## src/rtl/cwd_pkg.sv

```systemverilog
// Shared constants, register layout and types for the counter array watchdog.
package cwd_pkg;
    // ***************************************************************
    // Register addresses on the special function register bus
    // ***************************************************************
    localparam logic [7:0] ADDR_CONTROL = 8'hD8;
    localparam logic [7:0] ADDR_MODE = 8'hD9;
    localparam logic [7:0] ADDR_CNT_LOW = 8'hE9;
    localparam logic [7:0] ADDR_CNT_HIGH = 8'hF9;
    localparam logic [7:0] ADDR_WD_OFFSET = 8'hEE;
    localparam logic [7:0] ADDR_WD_RELOAD = 8'hFE;

    // ***************************************************************
    // Field positions and reset values
    // ***************************************************************
    localparam int CTRL_OVF_BIT = 7;
    localparam int CTRL_RUN_BIT = 6;
    localparam int CTRL_MATCH4_BIT = 4;
    localparam int MODE_ENABLE_BIT = 6;
    localparam int MODE_LOCK_BIT = 5;
    localparam logic [7:0] MODE_RESET = 8'h40;
    localparam logic [7:0] BYTE_ZERO = 8'h00;
    localparam logic [7:0] BYTE_ALL_ONES = 8'hFF;
    localparam logic [7:0] BYTE_ONE = 8'h01;

    // ***************************************************************
    // Prescaler terminal counts
    // ***************************************************************
    localparam logic [3:0] DIV12_LAST = 4'hB;
    localparam logic [1:0] DIV4_LAST = 2'h3;
    localparam logic [2:0] DIV8_LAST = 3'h7;

    // Counter clock sources.
    typedef enum logic [2:0] {
        CLK_DIV12 = 3'b000,
        CLK_DIV4 = 3'b001,
        CLK_TIMER0 = 3'b010,
        CLK_EXT_PIN = 3'b011,
        CLK_SYS = 3'b100,
        CLK_EXTOSC_DIV8 = 3'b101
    } cwd_clksel_type;

    // Mode register layout, most significant bit first.
    typedef struct packed {
        logic idleSuspend;
        logic wdEnable;
        logic wdLock;
        logic reserved;
        cwd_clksel_type clkSel;
        logic ovfIntEn;
    } cwd_mode_type;
endpackage

```

## src/rtl/cwd_prescaler.sv

```systemverilog
// Counter clock prescaler producing one tick per selected counter clock.
`timescale 1ns/1ps
`default_nettype none
module cwd_prescaler (
    input wire logic clock,
    input wire logic rst_n,
    input wire cwd_pkg::cwd_clksel_type clkSel,
    input wire logic timer0Overflow,
    input wire logic extPin,
    input wire logic extOscTick,
    output logic tick
);
    import cwd_pkg::*;

    logic [3:0] div12;
    logic [1:0] div4;
    logic [2:0] div8;
    logic pinMeta;
    logic pinSync;
    logic pinLast;
    logic next_tick;
    wire pinFall = pinLast && !pinSync;

    // The pin is synchronised twice before the edge detector sees it.
    always_ff @(posedge clock or negedge rst_n) begin
        if (!rst_n) begin
            pinMeta <= 1'b0;
            pinSync <= 1'b0;
            pinLast <= 1'b0;
        end else begin
            pinMeta <= extPin;
            pinSync <= pinMeta;
            pinLast <= pinSync;
        end
    end

    // Dividers ignore the select, so switching source is glitch free; div8 advances only on oscillator ticks.
    always_ff @(posedge clock or negedge rst_n) begin
        if (!rst_n) begin
            div12 <= 4'h0;
            div4 <= 2'h0;
            div8 <= 3'h0;
        end else begin
            div12 <= (div12 == DIV12_LAST) ? 4'h0 : div12 + 4'h1;
            div4 <= div4 + 2'h1;
            if (extOscTick) begin
                div8 <= div8 + 3'h1;
            end
        end
    end

    // Source selection; unused codes give no tick at all.
    always_comb begin
        case (clkSel)
            CLK_DIV12: next_tick = (div12 == DIV12_LAST);
            CLK_DIV4: next_tick = (div4 == DIV4_LAST);
            CLK_TIMER0: next_tick = timer0Overflow;
            CLK_EXT_PIN: next_tick = pinFall;
            CLK_SYS: next_tick = 1'b1;
            CLK_EXTOSC_DIV8: next_tick = extOscTick && (div8 == DIV8_LAST);
            default: next_tick = 1'b0;
        endcase
    end

    always_ff @(posedge clock or negedge rst_n) begin
        if (!rst_n) begin
            tick <= 1'b0;
        end else begin
            tick <= next_tick;
        end
    end
endmodule
`default_nettype wire

```

## src/rtl/cwd_watchdog.sv

```systemverilog
// Counter array with its compare module four working as the system watchdog.
// ***************************************************************
// Behaviour
// - With the idle suspend bit set, counting stops while the processor idles.
// - While enabled, the clock select and idle suspend fields ignore writes.
// - The watchdog counts as enabled when either the enable or the lock bit is set.
// - Once locked, the watchdog cannot be disabled until the next reset.
// - Without the lock, clearing the enable bit disables the watchdog.
// - Reset leaves the watchdog enabled with the clock at system clock divided by twelve.
// - Reset clears the counter bytes and the reload byte, giving a 256 tick timeout.
// - A watchdog reset fires when the low byte wraps while the reload byte equals the high byte.
// - Any write to the reload register loads it with the high byte plus the offset.
// - Writing one to the module four flag while enabled forces an immediate watchdog reset.
// - While enabled, the counter is forced to run and counter byte writes are blocked.
// ***************************************************************
`timescale 1ns/1ps
`default_nettype none
module cwd_watchdog (
    input wire logic clock,
    input wire logic rst_n,
    input wire logic [7:0] sfrAddr,
    input wire logic [7:0] sfrWrData,
    input wire logic sfrWrite,
    input wire logic sfrRead,
    output logic [7:0] sfrRdData,
    input wire logic cpuIdle,
    input wire logic timer0Overflow,
    input wire logic extPin,
    input wire logic extOscTick,
    output logic watchdogReset,
    output logic watchdogEnabled
);
    import cwd_pkg::*;

    cwd_mode_type mode;
    cwd_mode_type next_mode;
    logic [7:0] cntLow;
    logic [7:0] cntHigh;
    logic [7:0] wdOffset;
    logic [7:0] wdReload;
    logic ovfFlag;
    logic runBit;
    logic match4Flag;
    logic tick;

    // ***************************************************************
    // Address decode and event terms
    // ***************************************************************
    wire cwd_mode_type wrMode = cwd_mode_type'(sfrWrData);
    wire wrCtrl = sfrWrite && (sfrAddr == ADDR_CONTROL);
    wire wrModeReg = sfrWrite && (sfrAddr == ADDR_MODE);
    wire wrLow = sfrWrite && (sfrAddr == ADDR_CNT_LOW);
    wire wrHigh = sfrWrite && (sfrAddr == ADDR_CNT_HIGH);
    wire wrOffset = sfrWrite && (sfrAddr == ADDR_WD_OFFSET);
    wire wrReload = sfrWrite && (sfrAddr == ADDR_WD_RELOAD);
    wire wdEnabled = mode.wdEnable || mode.wdLock;
    wire suspended = mode.idleSuspend && cpuIdle;
    wire counterRuns = (runBit || wdEnabled) && !suspended;
    wire count = tick && counterRuns;
    wire lowWrap = count && (cntLow == BYTE_ALL_ONES);
    wire highWrap = lowWrap && (cntHigh == BYTE_ALL_ONES);
    wire wdTimeout = wdEnabled && lowWrap && (wdReload == cntHigh);
    wire forceReset = wdEnabled && wrCtrl && sfrWrData[CTRL_MATCH4_BIT];
    wire [7:0] reloadTarget = cntHigh + wdOffset;
    wire [7:0] ctrlRead = {ovfFlag, runBit, 1'b0, match4Flag, 4'h0};

    assign watchdogEnabled = wdEnabled;

    // Counter clock source follows the frozen select field.
    cwd_prescaler prescaler (
        .clock(clock),
        .rst_n(rst_n),
        .clkSel(mode.clkSel),
        .timer0Overflow(timer0Overflow),
        .extPin(extPin),
        .extOscTick(extOscTick),
        .tick(tick)
    );

    // Mode update: frozen fields keep their value while enabled, and the lock is sticky.
    always_comb begin
        next_mode = mode;
        if (wrModeReg) begin
            if (!wdEnabled) begin
                next_mode.idleSuspend = wrMode.idleSuspend;
                next_mode.clkSel = wrMode.clkSel;
            end
            next_mode.wdEnable = wrMode.wdEnable;
            next_mode.wdLock = mode.wdLock || wrMode.wdLock;
            next_mode.ovfIntEn = wrMode.ovfIntEn;
            next_mode.reserved = 1'b0;
        end
    end

    // Mode register comes out of reset with the watchdog armed.
    always_ff @(posedge clock or negedge rst_n) begin
        if (!rst_n) begin
            mode <= cwd_mode_type'(MODE_RESET);
        end else begin
            mode <= next_mode;
        end
    end

    // ***************************************************************
    // Counter bytes
    // ***************************************************************
    // Software writes lose to nothing but the watchdog, which blocks them outright.
    always_ff @(posedge clock or negedge rst_n) begin
        if (!rst_n) begin
            cntLow <= BYTE_ZERO;
            cntHigh <= BYTE_ZERO;
        end else begin
            if (wrLow && !wdEnabled) begin
                cntLow <= sfrWrData;
            end else if (count) begin
                cntLow <= cntLow + BYTE_ONE;
            end
            if (wrHigh && !wdEnabled) begin
                cntHigh <= sfrWrData;
            end else if (lowWrap) begin
                cntHigh <= cntHigh + BYTE_ONE;
            end
        end
    end

    // Control flags; a wrap in the same cycle as a clear keeps the flag set.
    always_ff @(posedge clock or negedge rst_n) begin
        if (!rst_n) begin
            ovfFlag <= 1'b0;
            runBit <= 1'b0;
            match4Flag <= 1'b0;
        end else begin
            if (highWrap) begin
                ovfFlag <= 1'b1;
            end else if (wrCtrl) begin
                ovfFlag <= sfrWrData[CTRL_OVF_BIT];
            end
            if (wrCtrl) begin
                runBit <= sfrWrData[CTRL_RUN_BIT];
                match4Flag <= sfrWrData[CTRL_MATCH4_BIT] && !wdEnabled;
            end
        end
    end

    // Offset and reload bytes; the written reload value itself is discarded.
    always_ff @(posedge clock or negedge rst_n) begin
        if (!rst_n) begin
            wdOffset <= BYTE_ZERO;
            wdReload <= BYTE_ZERO;
        end else begin
            if (wrOffset) begin
                wdOffset <= sfrWrData;
            end
            if (wrReload) begin
                wdReload <= reloadTarget;
            end
        end
    end

    // Reset request is one registered pulse, so the system reset logic sees a clean edge.
    always_ff @(posedge clock or negedge rst_n) begin
        if (!rst_n) begin
            watchdogReset <= 1'b0;
        end else begin
            watchdogReset <= wdTimeout || forceReset;
        end
    end

    // ***************************************************************
    // Read path
    // ***************************************************************
    // Unmapped addresses read as zero; read data is valid the cycle after the strobe.
    always_ff @(posedge clock or negedge rst_n) begin
        if (!rst_n) begin
            sfrRdData <= BYTE_ZERO;
        end else if (sfrRead) begin
            case (sfrAddr)
                ADDR_CONTROL: sfrRdData <= ctrlRead;
                ADDR_MODE: sfrRdData <= mode;
                ADDR_CNT_LOW: sfrRdData <= cntLow;
                ADDR_CNT_HIGH: sfrRdData <= cntHigh;
                ADDR_WD_OFFSET: sfrRdData <= wdOffset;
                ADDR_WD_RELOAD: sfrRdData <= wdReload;
                default: sfrRdData <= BYTE_ZERO;
            endcase
        end
    end
endmodule
`default_nettype wire

```

## config.mk

```make
export PLATFORM = sky130hd
export DESIGN_NAME = cwd_watchdog
export DESIGN_NICKNAME = d
export VERILOG_FILES = /design/src/rtl/cwd_pkg.sv /design/src/rtl/cwd_prescaler.sv /design/src/rtl/cwd_watchdog.sv
export SDC_FILE = /design/constraint.sdc
export NUM_CORES = 1
export LEC_CHECK = 0
export ABC_AREA = 1
export BUFFER_PORTS_ARGS = -buffer_cell sky130_fd_sc_hd__buf_2
export CAP_MARGIN = 20
export CORE_UTILIZATION = 55
export CTS_BUF_LIST = sky130_fd_sc_hd__clkbuf_4
export CTS_CLUSTER_SIZE = 30
export DETAILED_ROUTE_END_ITERATION = 7
export PLACE_DENSITY = 0.75
export SLEW_MARGIN = 40
export SYNTH_ARGS = -nofsm -noshare
export SYNTH_HDL_FRONTEND = slang
export SYNTH_SLANG_ARGS = --single-unit
```

## constraint.sdc

```tcl
create_clock -name clock -period 2.45 [get_ports clock]
set_input_delay 0.49 -clock clock [delete_from_list [all_inputs] [get_ports clock]]
set_output_delay 0.49 -clock clock [all_outputs]
set_load 0.005 [all_outputs]
```

==> key figures <==
Outcome
  • Outcome: complete, no violations

Setup path
  • Top cell by count, worst path: nand2_1
  • Worst path slowest cell: dfrtp_1
  • CP required: 2790 ps
  • Worst Setup Start Kind: register
  • Crit end category: register
  • Slowest stage delay, CP: 510 ps
  • Critical Path AT: 2280 ps
  • FF-to-FF path depth: 9
  • Worst path cell trace: ha_1 > inv_1 > fa_1 > o21ai_0 > nand2_1 > nand2_1 > nand2_1 > nand3_1 > nand2_1
  • CP Max Fanout: 8
  • CP Class: register to register

STA
  • Tmin final: 1940 ps
  • Slew @ Worst Pin: 460 ps
  • PnR worst setup slack: 510 ps
  • Hold Fails Final Rpt: 0
  • Setup TNS: 0 ps
  • Unrepaired setup endpoints after global routing: false
  • Clk_skew: 9.23 ps
  • Relative max-transition margin: 69.3%
  • Setup violators final: 0
  • Maximum operating frequency: 515 MHz
  • Slew Limit Fails: 0
  • Tcrit/Tclk final: 79.2%

Die
  • # IOs: 34
  • Die area: 7510 sq um
  • Initial core utilization: 57.4%
  • Height of the die: 86.6 um
  • Die Wd: 86.6 um
  • Cell row count: 30
  • CORE AREA: 6870 sq um

Routing
  • Initial DRC count: 184
  • Detailed-router iteration count before antenna repair: 4
  • Routed len/inst: 15.0 um
  • Detailed Route WL: 9390 um
  • Vias/cell: 5.46
  • Post-route DRC violation count: 0
  • Number of routed nets with antenna violations: 0
  • Via count: 3425

Clocking
  • Clk buf depth: 2
  • Post-CTS Setup Bufs: 0
  • CTS tree: done
  • Clock tree sinks: 64
  • H-tree Lvls: 3
  • Clk root buf: clkbuf_4
  • Cts bufs inserted: 9
  • Hold-fix buffers, CTS: 0
  • Clk_lat worst skew: 450 ps
  • Cts repair resizes: 0
  • Reg clk slew, reported paths: 110 ps

Global route
  • GRT overflow: 0
  • First-pass GRT wire length: 15300 um
  • Largest net degree at the start of global routing: 65
  • Initial antenna violation count: 0
  • Gr usage total: 27.4%
  • Vias in the first global route: 3154

Synth
  • Synthesized cell area: 3940 sq um
  • Area share of the largest cell type after synthesis: 40.0%
  • Post-Syn Nets: 531
  • Async S/R FF share, synth: 100%
  • Yosys top cell by area: dfrtp_1
  • EDFF count, synth: 0
  • Synth area leaders: dfrtp_1, nand2_1, nand3_1
  • FF+latch count, synth: 64
  • Register area share after synthesis: 40.7%
  • Main flop type after synthesis: dfrtp_1
  • Synthesized instance count: 493
  • Syn_area_per_cell: 7.99 sq um
  • Synth warn: 0
  • Synth cell types: 38

Pwr
  • Peak supply drop: 0.477 mV
  • Sw frac: 34.6%
  • Internal: 1600 uW
  • Combinational Power Share: 19.5%
  • Clock network fraction of total power: 26.0%
  • Reg power frac: 54.5%
  • Switch Pwr: 847 uW
  • Pwr per Cell Area: 573 nW/um^2
  • Power consumption: 2450 uW
  • Pleak: 0.00236 uW

Cells and area
  • Number of antenna diodes: 0
  • Post-layout util: 62.2%
  • Nets: 564
  • Commonest non-fill, non-tap cell in the layout: nand2_1
  • Layout cells sized above 1: 15.6%
  • P&R area growth vs syn: 8.38%
  • Most frequent cells in the layout: nand2_1, nand3_1, dfrtp_1, inv_1, buf_2
  • Non-filler cells, final: 627

Place
  • Setup WS pre-CTS: 526 ps
  • Detailed placement HPWL: 6930 um
  • Gp weighted congestion: 0.896
  • IO buf count: 33
  • Dpl cells: 611

Hold path
  • Worst Hold Class: primary input to asynchronous set/reset pin

Job
  • Max Cap Viol: 0
kinds of logic after synthesis:
logic type,after synthesis,synth area share [%]
AOI/OAI and AO/OA,49,7.40
xor gates and xnor gates,20,4.45
adders and majority gates,14,4.64
buffers and inverters,59,6.92
DFF,64,40.7
muxes,2,0.572
and+or+nand+nor,285,35.3
synth_stat cells (all sizes together), types with 2 or more instances:
library cell	number
nand2	148
nand3	99
dfrtp	63
inv	44
nor2	33
o21ai	30
ha	13
xnor2	12
a21oi	9
buf	9
xor2	8
clkbuf	5
o211ai	4
a21o	2
mux2	2
nand3b	2
nand4	2
o21bai	2
power groups by stage:
stage	registers [uW]	logic (uW)	clock network, uW
final	1330	478	635
after global routing	1350	554	666
after CTS	1330	484	636
after detailed placement	1350	482	0
after global placement	1340	467	0
after floorplan	1290	373	0
sequential cells by signal, summed over array words and instances, names as in the netlist, 2 cells and up:
signal           count
cntHigh              8
cntLow               8
mode                 7
prescaler.div12      4
prescaler.div4       2
prescaler.div8       3
sfrRdData            8
wdOffset             8
wdReload             8
final timing paths:
check / from / end / slack [ps]
min reg2reg: prescaler.pinMeta / prescaler.pinSync / 370
max reg2reg: cntHigh[0] / wdReload[6] / 510
min in group clock: extPin / prescaler.pinMeta / 150
max: cntHigh[0] / wdReload[6] / 510
min: rst_n / wdReload[3] / 20
max in group asynchronous: rst_n / mode[6] / 2090
layout make-up:
class	instances	area, sq um
Fill cell	641	2600
Multi-Input combinational cell	370	2060
Sequential cell	64	1600
Timing Repair Buffer	36	200
Inverter	45	171
Tap cell	96	120
Clock buffer	10	75.1
Clock inverter	6	36.3
critical path, delay by kind of cell, from the launching register on:
family	cells	cell delay, ps
AO/OA/AOI/OAI	1	290
adder cells (fa/ha/maj)	2	630
buffers and inverters	1	60
flip-flops	1	510
AND/OR/NAND/NOR	5	330
metrics by stage:
stage | cell area [sq um] | hold WS, ps
finish | 4270 | 24.2
CTS | 4270 | 58.9
floorplan | 3940 | 194
global placement | 4160 | 347
global route | 4270 | 70.7
detailed placement | 4160 | 348
per-layer routing:
layer	vias up	GRT usage, %	share of wire [%]	wire length (um)
li1	1678	-	-	-
met1	1625	35.7	45	4200
met2	102	44.9	47	4440
met3	20	5.24	5.5	515
met4	0	12.0	2.5	233
met5	-	0	0	0
Power figures use the tool's default switching activity.
